$ cat config.mk
export PLATFORM = sky130hd
export DESIGN_NAME = interrupt_request_flags
export DESIGN_NICKNAME = d
export VERILOG_FILES = /design/src/inc/irq_pkg.sv /design/src/rtl/interrupt_request_flags.sv
export VERILOG_INCLUDE_DIRS = /design/src /design/src/inc
export SDC_FILE = /design/constraint.sdc
export NUM_CORES = 1
export LEC_CHECK = 0
export ABC_AREA = 1
export BUFFER_PORTS_ARGS = -buffer_cell sky130_fd_sc_hd__buf_2
export CORE_ASPECT_RATIO = 1.1
export CORE_MARGIN = 8
export CORE_UTILIZATION = 40
export CTS_BUF_LIST = sky130_fd_sc_hd__clkbuf_4
export DETAILED_ROUTE_END_ITERATION = 6
export GPL_TIMING_DRIVEN = 1
export HOLD_SLACK_MARGIN = 0.15
export PLACE_DENSITY = 0.65
export SYNTH_ARGS = -nofsm -noshare
export SYNTH_HDL_FRONTEND = slang
export SYNTH_SLANG_ARGS = --single-unit
$ cat constraint.sdc
create_clock -name pclk -period 1.31 [get_ports pclk]
set_clock_uncertainty 0.2 [all_clocks]
set_input_delay 0 -clock pclk [delete_from_list [all_inputs] [get_ports pclk]]
set_output_delay 0 -clock pclk [all_outputs]
set_load 0.02 [all_outputs]
$ cat src/inc/irq_cfg.svh
// Constants of the interrupt request flag block: register indices, bit positions, resets.
// Assumes an APB slave with 32-bit data; byte address is four times the index.
// What this block does
// Port 1.2 and 1.4 flags at bits 2, 4
// Bit 3 symbol flag, set by hardware/software
// Bit 5 converter flag, set by hardware/software
// Bit 6 watchdog flag, set by hardware/software
// Bit 7 minute flag, set by hardware/software
// Wake control: latch bit0, load bit1, run bit7
// Wake control bit 4 is completion flag
// Wake control bit 6 is wake event flag
// Clock control: bit1 loads seconds, bit2 blocks writeback
// Clock control bit 7 minute flag; bits 3-6 unused
// Two enable banks plus global enable bit
// Two priority banks; bank a top bit reads zero
// Port 3 interrupts level or edge, CPU-driven
// Type bit set falling edge, clear low level
// Port 3 flag set on detect, cleared on vector
// Wake request is OR of wake and completion
// Wake flag write storage differs from read flag
// Completion flag set when latch copy finishes
// Enabled port 1 lines wake from power-down
// Polarity register picks active level per line
// Port 1 flag set only when enabled
// Software clears port 1 flags itself
// Port 1.0 and 1.1 flags at bits 0, 1
// Software write one sets, zero clears flag
`ifndef IRQ_CFG_SVH
`define IRQ_CFG_SVH

// Register indices
`define TIMER_EXT_IDX    8'h88
`define WAKE_CTRL_IDX    8'h94
`define ENABLE_A_IDX     8'hA8
`define PRIO_A_IDX       8'hB8
`define REQ_FLAGS_IDX    8'hC0
`define CLOCK_CTRL_IDX   8'hCD
`define SECONDS_IDX      8'hCE
`define ENABLE_B_IDX     8'hE8
`define POLARITY_IDX     8'hE9
`define PRIO_B_IDX       8'hF8

// Request flag register bits
`define REQ_SYMBOL_BIT   3
`define REQ_CONV_BIT     5
`define REQ_WDOG_BIT     6
`define REQ_MINUTE_BIT   7

// Wake-up counter control bits
`define WAKE_LATCH_BIT   0
`define WAKE_LOAD_BIT    1
`define WAKE_MODE0_BIT   2
`define WAKE_MODE1_BIT   3
`define WAKE_DONE_BIT    4
`define WAKE_FLAG_BIT    6
`define WAKE_RUN_BIT     7

// Clock control bits
`define CLK_LATCH_BIT    0
`define CLK_LOAD_BIT     1
`define CLK_WBDIS_BIT    2
`define CLK_MINUTE_BIT   7

// Timer and external control bits
`define EXT_TYPE_A_BIT   0
`define EXT_REQ_A_BIT    1
`define EXT_TYPE_B_BIT   2
`define EXT_REQ_B_BIT    3

// Enable bank a global bit
`define GLOBAL_EN_BIT    7

// Reset value of every register
`define REG_RESET        8'h00

`endif

$ cat src/inc/irq_pkg.sv
// Types of the interrupt request flag block.
// Assumes irq_cfg.svh is compiled alongside for constants.
package irq_pkg;

  // Whole block state, registered as one word
  typedef struct packed {
    logic [7:0] irq_flags;       // Extended request flags
    logic [7:0] enable_a;        // Enable bank a, bit 7 global
    logic [7:0] enable_b;        // Enable bank b
    logic [6:0] priority_a;      // Priority bank a, seven bits
    logic [7:0] priority_b;      // Priority bank b
    logic [3:0] polarity;        // Port 1 active level per line
    logic [1:0] ext_type;        // Port 3 trigger types
    logic [1:0] ext_req;         // Port 3 request flags
    logic [1:0] port3_q;         // Previous port 3 levels
    logic [1:0] wake_mode;       // Spare wake control bits
    logic       wake_run;        // Wake counter run
    logic       copy_done;       // Completion flag
    logic       copy_pending;    // Latch copy in flight
    logic       wake_flag;       // Wake event flag, read side
    logic       wake_shadow;     // Wake bit, write side
    logic       latch_strobe;    // Wake latch pulse
    logic       load_strobe;     // Wake load pulse
    logic       clk_latch;       // Clock latch pulse
    logic       clk_load;        // Seconds load pulse
    logic       clk_wb_disable;  // Writeback disable
    logic       minute_flag;     // Clock control minute flag
    logic [7:0] seconds;         // Seconds value to load
    logic [7:0] rdata;           // Read data captured at setup
  } irq_state_t;

endpackage

$ cat src/rtl/interrupt_request_flags.sv
// Interrupt request flags, enables, priorities and wake control as an APB slave.
// Assumes synchronous event pulses and pin levels; the CPU core arbitrates requests.
//
// Local design decision: register access over APB.
`timescale 1ns/10ps
`include "irq_cfg.svh"
module interrupt_request_flags
  import irq_pkg::*;
(
  input  wire logic        pclk,
  input  wire logic        presetn,
  input  wire logic        clk_en,
  input  wire logic [9:0]  paddr,
  input  wire logic        psel,
  input  wire logic        penable,
  input  wire logic        pwrite,
  input  wire logic [31:0] pwdata,
  output logic [31:0]      prdata,
  output logic             pready,
  output logic             pslverr,
  input  wire logic [3:0]  port1_in,
  input  wire logic        symbol_event,
  input  wire logic        converter_event,
  input  wire logic        watchdog_warning,
  input  wire logic        minute_tick,
  input  wire logic        wake_event,
  input  wire logic        copy_ack,
  input  wire logic [1:0]  port3_level,
  input  wire logic        vector_taken_a,
  input  wire logic        vector_taken_b,
  input  wire logic [3:0]  core_requests,
  output logic [14:0]      irq_request,
  output logic [14:0]      irq_priority,
  output logic             power_down_wake,
  output logic             wakeup_vector_source,
  output logic             wake_latch_strobe,
  output logic             wake_load_strobe,
  output logic             wake_run,
  output logic [1:0]       wake_mode,
  output logic             wake_write_value,
  output logic             clock_latch_strobe,
  output logic             clock_load_strobe,
  output logic             clock_writeback_disable,
  output logic [7:0]       seconds_value
);

  irq_state_t s;              // Registered state
  irq_state_t next_s;         // Next state
  logic [7:0] reg_idx;        // Register index from address
  logic       addr_hit;       // Index maps to a register
  logic [7:0] rd_value;       // Read mux output
  logic       wr;             // Write takes effect this edge
  logic [3:0] p1_active;      // Port 1 lines at active level
  logic [3:0] p1_enabled;     // Enables of port 1 lines
  logic [1:0] ext_detect;     // Port 3 trigger condition
  logic [6:0] bank_a_src;     // Bank a raw sources

  // Address decode
  assign reg_idx = paddr[9:2];
  assign wr      = psel & penable & pwrite & clk_en;
  assign pready  = clk_en;
  assign pslverr = psel & penable & ~addr_hit;
  assign prdata  = {24'h000000, s.rdata};

  // Port 1 active level per line, polarity 1 means high active
  always_comb begin
    for (int i = 0; i < 4; i++) begin
      p1_active[i] = ~(port1_in[i] ^ s.polarity[i]);
    end
  end
  assign p1_enabled = {s.enable_b[4], s.enable_b[2:0]};

  // Enabled port 1 line at active level wakes from power-down
  assign power_down_wake = |(p1_active & p1_enabled);

  // Port 3 trigger: falling edge when type set, low level otherwise
  assign ext_detect = (s.ext_type & s.port3_q & ~port3_level)
                    | (~s.ext_type & ~port3_level);

  // Wake source is the level OR of both wake counter flags
  assign wakeup_vector_source = s.wake_flag | s.copy_done;

  // Bank a order: ext a, timer 0, ext b, timer 1, uart, i2c, wake
  assign bank_a_src = {wakeup_vector_source, core_requests[3], core_requests[2],
                       core_requests[1], s.ext_req[1], core_requests[0], s.ext_req[0]};

  // Requests gated per source and by the global bit
  assign irq_request = {s.irq_flags & s.enable_b, bank_a_src & s.enable_a[6:0]}
                     & {15{s.enable_a[`GLOBAL_EN_BIT]}};
  assign irq_priority = {s.priority_b, s.priority_a};

  // Control outputs straight from state
  assign wake_latch_strobe       = s.latch_strobe;
  assign wake_load_strobe        = s.load_strobe;
  assign wake_run                = s.wake_run;
  assign wake_mode               = s.wake_mode;
  assign wake_write_value        = s.wake_shadow;
  assign clock_latch_strobe      = s.clk_latch;
  assign clock_load_strobe       = s.clk_load;
  assign clock_writeback_disable = s.clk_wb_disable;
  assign seconds_value           = s.seconds;

  // Read mux and decode
  always_comb begin
    addr_hit = (paddr[1:0] == 2'b00);
    rd_value = 8'h00;
    unique case (reg_idx)
      `REQ_FLAGS_IDX:  rd_value = s.irq_flags;
      `ENABLE_A_IDX:   rd_value = s.enable_a;
      `ENABLE_B_IDX:   rd_value = s.enable_b;
      `PRIO_A_IDX:     rd_value = {1'b0, s.priority_a};
      `PRIO_B_IDX:     rd_value = s.priority_b;
      `POLARITY_IDX:   rd_value = {4'h0, s.polarity};
      `SECONDS_IDX:    rd_value = s.seconds;
      // Strobes read as zero; wake bit returns the hardware flag
      `WAKE_CTRL_IDX:  rd_value = {s.wake_run, s.wake_flag, 1'b0, s.copy_done,
                                   s.wake_mode, 2'b00};
      // Bits 3 to 6 unused, read zero
      `CLOCK_CTRL_IDX: rd_value = {s.minute_flag, 4'h0, s.clk_wb_disable, 2'b00};
      // Timer bits live elsewhere, read zero here
      `TIMER_EXT_IDX:  rd_value = {4'h0, s.ext_req[1], s.ext_type[1],
                                   s.ext_req[0], s.ext_type[0]};
      default:         addr_hit = 1'b0;
    endcase
  end

  // Next state: software writes first, hardware sets win after
  always_comb begin
    next_s              = s;
    next_s.latch_strobe = 1'b0;
    next_s.load_strobe  = 1'b0;
    next_s.clk_latch    = 1'b0;
    next_s.clk_load     = 1'b0;
    next_s.port3_q      = port3_level;
    // Read data captured in the setup cycle
    if (psel && !penable && !pwrite) begin
      next_s.rdata = addr_hit ? rd_value : 8'h00;
    end
    // Register writes
    if (wr && addr_hit) begin
      unique case (reg_idx)
        // Write one sets, write zero clears
        `REQ_FLAGS_IDX:  next_s.irq_flags = pwdata[7:0];
        `ENABLE_A_IDX:   next_s.enable_a = pwdata[7:0];
        `ENABLE_B_IDX:   next_s.enable_b = pwdata[7:0];
        `PRIO_A_IDX:     next_s.priority_a = pwdata[6:0];
        `PRIO_B_IDX:     next_s.priority_b = pwdata[7:0];
        `POLARITY_IDX:   next_s.polarity = pwdata[3:0];
        `SECONDS_IDX:    next_s.seconds = pwdata[7:0];
        `WAKE_CTRL_IDX: begin
          next_s.latch_strobe = pwdata[`WAKE_LATCH_BIT];
          next_s.load_strobe  = pwdata[`WAKE_LOAD_BIT];
          next_s.wake_run     = pwdata[`WAKE_RUN_BIT];
          next_s.wake_mode    = {pwdata[`WAKE_MODE1_BIT], pwdata[`WAKE_MODE0_BIT]};
          next_s.copy_done    = pwdata[`WAKE_DONE_BIT];
          next_s.wake_shadow  = pwdata[`WAKE_FLAG_BIT];
          // Writing zero clears the wake flag; writing one only fills the shadow
          if (!pwdata[`WAKE_FLAG_BIT]) begin
            next_s.wake_flag = 1'b0;
          end
          if (pwdata[`WAKE_LATCH_BIT]) begin
            next_s.copy_pending = 1'b1;
          end
        end
        `CLOCK_CTRL_IDX: begin
          next_s.clk_latch      = pwdata[`CLK_LATCH_BIT];
          next_s.clk_load       = pwdata[`CLK_LOAD_BIT];
          next_s.clk_wb_disable = pwdata[`CLK_WBDIS_BIT];
          next_s.minute_flag    = pwdata[`CLK_MINUTE_BIT];
        end
        `TIMER_EXT_IDX: begin
          next_s.ext_type = {pwdata[`EXT_TYPE_B_BIT], pwdata[`EXT_TYPE_A_BIT]};
          next_s.ext_req  = {pwdata[`EXT_REQ_B_BIT], pwdata[`EXT_REQ_A_BIT]};
        end
        default: begin
        end
      endcase
    end
    // Port 1 flags set only on enabled lines; software clears them
    for (int i = 0; i < 4; i++) begin
      if (p1_active[i] && p1_enabled[i]) begin
        next_s.irq_flags[(i == 3) ? 4 : i] = 1'b1;
      end
    end
    // Peripheral events, gated by their enables
    if (symbol_event && s.enable_b[`REQ_SYMBOL_BIT]) begin
      next_s.irq_flags[`REQ_SYMBOL_BIT] = 1'b1;
    end
    if (converter_event && s.enable_b[`REQ_CONV_BIT]) begin
      next_s.irq_flags[`REQ_CONV_BIT] = 1'b1;
    end
    if (watchdog_warning && s.enable_b[`REQ_WDOG_BIT]) begin
      next_s.irq_flags[`REQ_WDOG_BIT] = 1'b1;
    end
    if (minute_tick && s.enable_b[`REQ_MINUTE_BIT]) begin
      next_s.irq_flags[`REQ_MINUTE_BIT] = 1'b1;
    end
    // Clock control minute flag follows every tick
    if (minute_tick) begin
      next_s.minute_flag = 1'b1;
    end
    // Wake counter event
    if (wake_event) begin
      next_s.wake_flag = 1'b1;
    end
    // Copy of a previous latch finished
    if (s.copy_pending && copy_ack) begin
      next_s.copy_done    = 1'b1;
      next_s.copy_pending = 1'b0;
    end
    // Port 3 flags: cleared on vector entry, detection wins
    if (vector_taken_a) begin
      next_s.ext_req[0] = 1'b0;
    end
    if (vector_taken_b) begin
      next_s.ext_req[1] = 1'b0;
    end
    next_s.ext_req = next_s.ext_req | ext_detect;
  end

  // State register, frozen while clock enable is low
  always_ff @(posedge pclk or negedge presetn) begin
    if (!presetn) begin
      s <= '0;
    end else if (clk_en) begin
      s <= next_s;
    end
  end
endmodule
* Word-level counts from Yosys, hierarchy flattened
Cells that the tools add are included.
** Word-level totals
- Register bits :: 78
- Output and inout port bits :: 83
- Word-level logic and storage cells :: 158
** Cells by class
- Equal/unequal tests :: 11
- Multiplexer cells :: 30
- Bitwise logic cells :: 25
- Reductions and logical operators :: 62
** Operators by type and width (number)
- 8-bit == test (second input constant) :: 10
- 8-bit case mux with 10 select lines :: 1
- 3-bit AND reduction :: 19
- 8-bit two-way mux :: 6
- 47-bit two-way mux :: 1
- 2-bit nonzero test :: 23
- 18-bit two-way mux :: 1
- 15-bit bitwise AND :: 1
- 1-bit two-way mux :: 15
- 1-bit logical AND :: 12
- 4-bit two-way mux :: 3
- 10-bit OR reduction :: 1
- 8-bit bitwise AND :: 1
- 4-bit AND reduction :: 2
- 7-bit bitwise AND :: 1
- 7-bit two-way mux :: 1
- 2-bit bitwise AND :: 3
- 6-bit two-way mux :: 1
- 1-bit inverter :: 5
- 1-bit bitwise AND :: 4
- 4-bit bitwise AND :: 1
- 2-bit inverter :: 2
- 2-bit bitwise OR :: 2
- 4-bit OR reduction :: 1
- other kinds (7) :: 11

* Depth between registers and ports, before layout
Gate-level depths: netlist of run 1.
- Depth after elaboration :: 7
- Depth in mapped cells :: 14
- Mapped depth without buffers :: 12

* Worst setup path after synthesis of run 1
Ideal clock, no wire load.
- Path kind :: input -> register
- Start point :: in paddr[6]
- End point :: reg s[16] in the netlist's numbering
- Data arrival time :: 1.224 ns
- Required time :: 0.993 ns
- Setup slack :: -0.231 ns
- Cell stages on the path :: 14
- Buffers on the path :: 2
- Cell sequence :: inv_1 -> nand2_2 -> nor2_1 -> nand2_2 -> nand2_1 -> nor2_2 -> nand2_4 -> nand3_4 -> buf_12 -> buf_6 -> nand2_1 -> nand3_1 -> nand2_1 -> nand2_1
** On the way
- Longest elaborated chain between the ends :: 6
- Elaborated cells on any way between the ends :: 16
- Classes of those cells :: eq/ne (10); mux (1); reduce/logical (5)
** RTL lines
- start, declared :: line interrupt_request_flags.sv:13 : input wire logic [9:0] paddr,
- 8-bit == test (on tied branches) :: line interrupt_request_flags.sv:107, interrupt_request_flags.sv:141
- 10-bit OR reduction (no line)
- 1-bit two-way mux :: line interrupt_request_flags.sv:107 : unique case (reg_idx)
- 1-bit logical AND :: line interrupt_request_flags.sv:140 : if (wr && addr_hit) begin
- 2-bit nonzero test (no line)
- 3-bit AND reduction (no line) (*)
- end signal, assigned :: line interrupt_request_flags.sv:226 : s <= next_s;
- end, declared :: line interrupt_request_flags.sv:47 : irq_state_t s;
Mark *: on every way between the ends. The rest lies on a longest branch, timed or not.
A chain may end at the register's enable or synchronous reset.

* Worst setup path in the final report of run 1
- Start point :: reg s (netlist bit bank_a_src[0])
- End point :: out irq_request[0]
** On the way
- Longest elaborated chain between the ends :: 2
** RTL lines
- 7-bit bitwise AND :: line interrupt_request_flags.sv:88 : assign irq_request = {s.irq_flags & s.enable_b, bank_a_src & s.enable_a[6:0]}
- 15-bit bitwise AND :: line interrupt_request_flags.sv:88
- end, declared :: line interrupt_request_flags.sv:32 : output logic [14:0] irq_request,
No other way between the ends.

==> impl_summary.txt, run 1 <==
----------------------------------------------------
[Power and ir drop]
  Power per cell area ... a little under 700 nW/um^2
  Final Total Pwr ... between 0.004 and 0.005 W
  Worst voltage drop across the vdd grid ... about 0.46 mV
  Leakage ... ~3.7 nW

[Hold path]
  Beginning of the worst hold path ... port1_in[1]
  Worst hold stages ... 5
  Worst Hold Endpoint ... s[71]$_DFFE_PN0P_
  Worst Hold Class ... input port to flip-flop

[Placed design]
  Placer's final routability congestion estimate ... 0.919
  Number of port buffers ... 100
  Half-perimeter wire length after placement ... approximately 12 mm

[Route]
  WL per Instance ... around 18 um
  ANT nets after route ... 0
  DRC violation total after the first TritonRoute iteration ... 420
  Detailed-route wire length ... 16.9 mm
  DRC violation count after routing ... 0
  Number of search-and-repair iterations in the first detailed-routing pass ... 7
  Avg Vias per Cell ... 5.08
  Via total after detailed routing ... ~5000

[STA]
  Final Worst Setup Slack ... -271 ps
  Total count of max-transition violations in the final report ... 0
  Total of endpoints with negative setup slack in the final report ... 37
  Max Clock Freq ... between 600 and 700 MHz
  Period utilisation layout ... 121%
  Hold Worst Slack ... -233 ps
  Unrepaired setup endpoints after global routing ... yes
  Total count of hold-check failures in the final report ... 14
  Minimum period implied by the final worst setup slack ... about 1600 ps
  Setup TNS Final ... -4600 ps

[Run status]
  Outcome ... finished, violations left
  Violated checks ... hold timing, setup timing

[Job]
  Max-Cap Viols ... 0

[Floorplan]
  Overall die width ... roughly 120 um
  Number of placement rows ... about 40
  Initial core utilization ... about 40%
  Height of the die ... ~130 um
  Die Footprint ... 15200 um^2
  Core Area ... approximately 11000 um^2
  Top-level port count ... around 150

[Logic synthesis]
  Warnings from Yosys ... 0
  Netlist area before placement ... ~4600 um^2
  Dominant register cell in the synthesized netlist ... dfrtp_1
  Unique masters post-synth ... 36
  Mean instance size in the synthesized netlist ... approximately 7.6 um^2
  Sequential-to-total area share from yosys stat ... roughly 42%
  Synthesis-stage register bit count ... 78
  Number of enable flip-flop cells after synthesis ... 0
  Synth Instances ... 609
  Fraction of synthesis flops using an asynchronous set or reset pin ... between 90% and 100%

[Clocking]
  Clock-pin transition on the worst setup and hold timing paths ... approximately 120 ps
  TritonCTS Sinks ... between 70 and 80
  Deepest level of the CTS H-tree ... 3
  Later-pin clock latency in the skew report ... about 430 ps
  Clock buffer depth ... 2
  TritonCTS clock tree ... done
  Total CTS buffers ... 9
  Clock tree root buffer cell ... clkbuf_4

[Critical path]
  Startpoint type of the worst setup path ... flip-flop
  Nature of the critical path endpoint ... output pin
  Critical Path Most Common Cell ... buf_6
  Delay contributed by the slowest stage of the critical path ... around 430 ps
  Number of cells on the worst reg-to-reg path ... 7
  Data arrival time at the worst-slack endpoint ... 1380 ps
  Category of the most critical setup path ... flip-flop to output pin
  Maximum net fanout on the critical path ... 2
  Cell family contributing the most delay on the critical path ... flip-flops
  Number of buffers and inverters on the critical path ... 3
  Critical register-to-register path endpoint ... bank_a_src[0]$_DFFE_PN0P_
  Start of the worst register-to-register path ... bank_a_src[0]$_DFFE_PN0P_
  Worst-path cell chain ... inv_2 -> buf_6 -> nor3_4 -> buf_6
  R2r setup slk ... -120 ps
  Crit path max-delay cell type ... dfrtp_1
  Critical path data required time ... 1110 ps

[Global route]
  Wire length of the first global-routing pass ... between 20 and 25 mm
  Combined global-route utilization of all metal layers ... about a fifth
  Global route total overflow ... 0
  Number of global-route vias before repair ... about 4800
  Maximum number of pins on one net before global-route repair ... 29
  Number of antenna violations at the first check in global routing ... 1

[Cells and area]
  Final net count ... slightly below 900
  Share of post-route cells with drive strength above 1 ... about two fifths
  Leading cell types in the layout, fill and taps excluded ... 174 x nand2_1, 78 x buf_4, 77 x dfrtp_1
  Leading cell type in the layout, fill and taps excluded ... nand2_1
  Area added between synthesis and finish ... 50.1%

----------------------------------------------------
## cell usage after synthesis, types with 2 or more instances
cell	n	area (um^2)
a21oi_1	14	70.1
buf_2	4	20.0
buf_4	58	435
buf_6	4	45.0
clkbuf_1	4	15.0
dfrtp_1	78	1950
inv_1	69	259
inv_2	4	15.0
nand2_1	192	721
nand2_2	7	43.8
nand3_1	5	25.0
nand4_1	9	56.3
nor2_1	34	128
nor2_2	4	25.0
nor2_4	5	56.3
nor2_8	3	60.1
nor3_1	8	40.0
o2111ai_1	2	17.5
o211ai_1	4	30.0
o21ai_0	66	330
o21ai_1	8	40.0
o21ai_2	3	26.3
o221ai_1	3	26.3
o22ai_1	8	50.1
o31ai_1	2	15.0
## metal layers
layer | vias up | global-route usage, % | routed length (um)
met2 | 270 | 35.1 | 8320
met1 | 2274 | 24.6 | 6340
met4 | 0 | 8.86 | 715
met3 | 56 | 4.69 | 1560
met5 | - | 0 | 0
li1 | 2258 | - | -
## cell families (layout without fill, tap and decap cells)
group           after synthesis  in the layout  synth area share (%)
buf+inv                     145            318                  17.6
flops                        78             78                  42.3
other cells                   1             25                0.0813
compound gates              113            113                  13.6
simple gates                272            273                  26.3
## timing repair
action | in CTS | in global routing
gates resized for setup | 95 | 99
hold endpoints to repair | 161 | 61
buffers inserted | 14 | 20
hold buffers | 29 | 3
gates cloned | 0 | 3
setup endpoints to repair | 28 | 129
pin swaps | 28 | 46
## power breakdown
part           switching, W  internal [W]  leakage, nW  total, W
clock              0.000896      0.000629       0.0770   0.00153
sequential        0.0000130       0.00243        0.863   0.00244
combinational      0.000475      0.000347         2.76  0.000823
## state kept, by name (all words and copies together), names as in the netlist
| signal | cells |
|---|---|
| bank_a_src | 2 |
| clock_latch_strobe | 1 |
| clock_load_strobe | 1 |
| clock_writeback_disable | 1 |
| irq_priority | 15 |
| p1_enabled | 4 |
| prdata | 8 |
| s | 32 |
| seconds_value | 8 |
| wake_latch_strobe | 1 |
| wake_load_strobe | 1 |
| wake_mode | 2 |
| wake_run | 1 |
| wake_write_value | 1 |
## how the worst max path moves through the flow
stage                               from  depth (start not counted)  slack (ps)                           end
3_3_place_gp                    paddr[6]                         13        -420      wake_mode[1]$_DFFE_PN0P_
6_report       bank_a_src[0]$_DFFE_PN0P_                          4        -270                irq_request[0]
2_1_floorplan                   paddr[6]                         14        -160             s[16]$_DFFE_PN0P_
3_5_place_dp                    paddr[6]                         13        -490  wake_write_value$_DFFE_PN0P_
4_1_cts                s[38]$_DFFE_PN0P_                          5        -270               power_down_wake
5_1_grt        p1_enabled[2]$_DFFE_PN0P_                          5        -340               power_down_wake
## worst register-to-register path: stages, from the launching register on
cell     delay [ps]
dfrtp_1         430
buf_6           140
nand2_2          50
o21ai_2          60
nand4_1         180
nand2_1         120
nand2_1          60
a21oi_2         130
## per-stage QoR
stage	hold slack (ps)	setup slack (ps)	instances	utilization, %	instance area, um^2
6_report	-233	-271	957	61.1	6920
5_1_grt	-216	-343	957	61.1	6920
4_1_cts	-250	-267	933	56.4	6390
3_5_place_dp	-263	-489	875	49.2	5580
3_3_place_gp	-272	-417	875	49.2	5580
2_1_floorplan	-496	-162	632	-	4900
## area by class of cell
| class | instances | area (um^2) |
|---|---|---|
| Antenna cell | 1 | 2.50 |
| Sequential cell | 78 | 1950 |
| Clock buffer | 11 | 82.6 |
| Multi-Input combinational cell | 410 | 2400 |
| Fill cell | 938 | 4410 |
| Tap cell | 150 | 188 |
| Inverter | 74 | 334 |
| Clock inverter | 5 | 60.1 |
| Timing Repair Buffer | 228 | 1900 |
Power figures use the tool's default switching activity.
==> run 2, diff against run 1 <==
ABC_AREA = unset   (was 1)
GPL_TIMING_DRIVEN = 0   (was 1)
PLACE_DENSITY = 0.68   (was 0.65)
clock period = 1.4 ns   (was 1.31 ns; I/O delays follow)
==> impl_summary.txt, run 2 <==
----------------------------------------------------
[STA]
  Worst rel slew slack ... a little under three fifths
  Setup TNS Final ... -4210 ps (was -4600 ps)
  Final Worst Setup Slack ... -259 ps (was -271 ps)
  Total count of max-transition violations in the final report ... 0 (unchanged)
  Total of endpoints with negative setup slack in the final report ... 27 (was 37)
  Period utilisation layout ... 119%
  Total count of hold-check failures in the final report ... 27 (was 14)
  Minimum period implied by the final worst setup slack ... between 1500 and 2000 ps
  Unrepaired setup endpoints after global routing ... yes (unchanged)
  Max Clock Freq ... roughly 600 MHz
  Hold Worst Slack ... -353 ps (was -233 ps)
  Slew of the pin with the lowest slew margin ... 655 ps

[Power and ir drop]
  Power per cell area ... 622 nW/um^2 (was 691 nW/um^2)
  Worst voltage drop across the vdd grid ... 0.417 mV (was 0.457 mV)
  Leakage ... 3.50 nW (was 3.70 nW)

[Global route]
  Global route total overflow ... 0 (unchanged)
  Maximum number of pins on one net before global-route repair ... 56 (was 29)
  Number of global-route vias before repair ... 4261 (was 4767)
  Number of antenna violations at the first check in global routing ... 1 (unchanged)
  Wire length of the first global-routing pass ... 24.0 mm (was 24.8 mm)
  Combined global-route utilization of all metal layers ... 20.3% (was 20.6%)

[Logic synthesis]
  Synthesis-stage register bit count ... 78 (unchanged)
  Fraction of synthesis flops using an asynchronous set or reset pin ... 100% (unchanged)
  Mean instance size in the synthesized netlist ... 10.9 um^2 (was 7.57 um^2)
  Synth Instances ... 422 (was 609)
  Warnings from Yosys ... 0 (unchanged)
  Commonest cells post-synth ... 78 x dfrtp_1, 67 x buf_4, 52 x mux2_2 (was 192 x nand2_1, 78 x dfrtp_1, 69 x inv_1)
  Dominant cells by area after synthesis ... dfrtp_1 42%, mux2_2 13%, buf_4 11% (was dfrtp_1 42%, nand2_1 16%, buf_4 9.4%)
  Unique masters post-synth ... 64 (was 36)
  Dominant register cell in the synthesized netlist ... dfrtp_1 (unchanged)
  Number of enable flip-flop cells after synthesis ... 0 (unchanged)
  Netlist area before placement ... 4620 um^2 (was 4610 um^2)
  Cell type with the highest aggregate area in the netlist ... dfrtp_1 (unchanged)
  Top-area cell type share of the netlist area ... 42.3% (about the same)
  Sequential-to-total area share from yosys stat ... 42.3% (about the same)
  Most instantiated library cell after synthesis ... dfrtp_1 (was nand2_1)

[Cells and area]
  Leading cell type in the layout, fill and taps excluded ... buf_4 (was nand2_1)
  Share of post-route cells with drive strength above 1 ... 54.5% (was 41.7%)
  Most flop-heavy register ... s (unchanged)
  Final net count ... 701 (was 867)
  Final core area utilization ... 61.5% (was 61.1%)
  Area added between synthesis and finish ... 51.7% (was 50.1%)
  Filler cells ... 947 (was 938)
  Leading cell types in the layout, fill and taps excluded ... 94 x buf_4, 77 x dfrtp_1, 62 x buf_2 (was 174 x nand2_1, 78 x buf_4, 77 x dfrtp_1)
  Largest register FFs ... 32 (unchanged)
  Final cell count without fillers ... 791 (was 957)

[Floorplan]
  Die Footprint ... 15200 um^2 (about the same)
  Overall die width ... 118 um (about the same)
  Number of placement rows ... 41 (unchanged)
  Height of the die ... 129 um (about the same)
  Initial core utilization ... 40.5% (was 40.7%)
  Core Area ... 11400 um^2 (was 11300 um^2)
  Top-level port count ... 149 (unchanged)

[Clocking]
  Clock-pin transition on the worst setup and hold timing paths ... 130 ps (was 120 ps)
  TritonCTS clock tree ... done (unchanged)
  Later-pin clock latency in the skew report ... 450 ps (was 430 ps)
  Clock buffer depth ... 2 (unchanged)
  Deepest level of the CTS H-tree ... 3 (unchanged)
  Total CTS buffers ... 9 (unchanged)
  Clock tree root buffer cell ... clkbuf_4 (unchanged)
  TritonCTS Sinks ... 78 (unchanged)

[Placed design]
  Number of port buffers ... 96 (was 100)
  Placed cell count ... 692 (was 875)
  Half-perimeter wire length after placement ... 10.5 mm (was 11.8 mm)
  Placer's final routability congestion estimate ... 0.891 (was 0.919)

[Route]
  Avg Vias per Cell ... 5.28 (was 5.08)
  Detailed-route wire length ... 15.8 mm (was 16.9 mm)
  WL per Instance ... 19.9 um (was 17.7 um)
  ANT nets after route ... 0 (unchanged)
  DRC violation total after the first TritonRoute iteration ... 268 (was 420)
  DRC violation count after routing ... 0 (unchanged)
  Via total after detailed routing ... 4179 (was 4858)
  Number of search-and-repair iterations in the first detailed-routing pass ... 5 (was 7)

[Hold path]
  Beginning of the worst hold path ... clk_en (was port1_in[1])
  Worst Hold Class ... input port to flip-flop (unchanged)
  Worst Hold Endpoint ... s[71]$_DFFE_PN0P_ (unchanged)
  Worst hold stages ... 2 (was 5)

[Critical path]
  Startpoint type of the worst setup path ... flip-flop (unchanged)
  Start of the worst register-to-register path ... s[69]$_DFFE_PN0P_ (was bank_a_src[0]$_DFFE_PN0P_)
  Nature of the critical path endpoint ... flip-flop (was output pin)
  Delay contributed by the slowest stage of the critical path ... 480 ps (was 430 ps)
  Data arrival time at the worst-slack endpoint ... 1800 ps (was 1380 ps)
  Worst-path cell chain ... buf_6 -> a22o_1 -> a32o_2 -> a211oi_2 -> o21ai_1 (was inv_2 -> buf_6 -> nor3_4 -> buf_6)
  R2r setup slk ... -260 ps (was -120 ps)
  Number of cells on the worst reg-to-reg path ... 5 (was 7)
  Crit path max-delay cell type ... dfrtp_2 (was dfrtp_1)
  Critical path data required time ... 1540 ps (was 1110 ps)
  Category of the most critical setup path ... flip-flop to flip-flop (was flip-flop to output pin)
  Critical register-to-register path endpoint ... prdata[7]$_DFFE_PN0P_ (was bank_a_src[0]$_DFFE_PN0P_)
  Maximum net fanout on the critical path ... 7 (was 2)

[Run status]
  Violated checks ... hold timing, setup timing (unchanged)
  Outcome ... finished, violations left (unchanged)

[Job]
  Max-Cap Viols ... 0 (unchanged)

----------------------------------------------------
==> run 2: cell count changes after synthesis, moves of 8 or more <==
cell / delta
a21oi_1: -8
a22o_1: +9
a22oi_1: +9
and3_1: +19
buf_4: +9
inv_1: -59
mux2_2: +52
mux2i_1: +10
nand2_1: -163
nor2_1: -24
o21ai_0: -45
==> run 2: cell type report <==
cell class | count | area, um^2 | share of cell area [%]
clock buffer | 11 | 82.6 | 1.18
tap | 150 | 188 | 2.68
sequential | 78 | 1950 | 27.9
antenna | 1 | 2.50 | 0.0357
timing repair buffer | 183 | 1520 | 21.6
buffer | 76 | 682 | 9.74
clock inverter | 5 | 50.0 | 0.715
inverter | 11 | 41.3 | 0.590
multi-input combinational | 276 | 2490 | 35.5
==> run 2: repair_timing <==
item                                    CTS  global route
hold endpoints to repair                157            66
hold buffers                             42             1
endpoints found under the setup margin   39           109
pin swaps                                23            35
gates resized for setup                  88            50
buffers inserted                         19            26
gates cloned                              1             0
==> run 2: worst max-delay path by stage <==
stage | start | slack [ps] | depth (start not counted) | endpoint
after floorplan | paddr[2] | -160 | 6 | s[33]$_DFFE_PN0P_
after global placement | paddr[6] | -710 | 7 | prdata[3]$_DFFE_PN0P_
after detailed placement | paddr[6] | -750 | 7 | prdata[3]$_DFFE_PN0P_
after CTS | s[57]$_DFFE_PN0P_ | -340 | 5 | prdata[3]$_DFFE_PN0P_
after global routing | irq_priority[10]$_DFFE_PN0P_ | -290 | 5 | prdata[3]$_DFFE_PN0P_
final | s[69]$_DFFE_PN0P_ | -260 | 5 | prdata[7]$_DFFE_PN0P_
==> run 2: power by group <==
part | switching [W] | internal (W)
Clock | 0.000800 | 0.000571
Combinational | 0.000366 | 0.000329
Sequential | 0.0000139 | 0.00227
==> run 2: worst max-delay path: cells and delay by family (launching register included) <==
| family | cells | cell delay [ps] |
|---|---|---|
| AO/OA/AOI/OAI | 4 | 710 |
| buffers and inverters | 1 | 170 |
| flip-flops | 1 | 480 |
==> run 2: through the flow <==
| stage | power (W) | cell area, um^2 | hold WS, ps | worst slack, ps |
|---|---|---|---|---|
| after global routing | 0.00449 | 7000 | -362 | -291 |
| after CTS | 0.00431 | 6640 | -385 | -336 |
| after global placement | 0.00283 | 5590 | 10.9 | -715 |
| after detailed placement | 0.00285 | 5620 | -268 | -747 |
| final | 0.00435 | 7000 | -353 | -259 |
| after floorplan | 0.00263 | 4920 | -496 | -157 |
==> run 2: layer usage <==
metal / track usage, % / wire length (um) / vias up
met2: 34.4 / 7930 / 190
met1: 24.7 / 6220 / 2071
li1: - / - / 1873
met3: 3.64 / 1100 / 45
met4: 9.68 / 518 / 0
met5: 0 / 0 / -
==> run 2: logic make-up after synthesis <==
| family | after synthesis | share of synthesized area [%] |
|---|---|---|
| buf+inv | 91 | 13.8 |
| flops | 78 | 42.3 |
| compound gates | 74 | 11.7 |
| other cells | 1 | 0.0812 |
| xor+xnor | 5 | 0.949 |
| mux | 62 | 14.9 |
| simple gates | 111 | 16.3 |
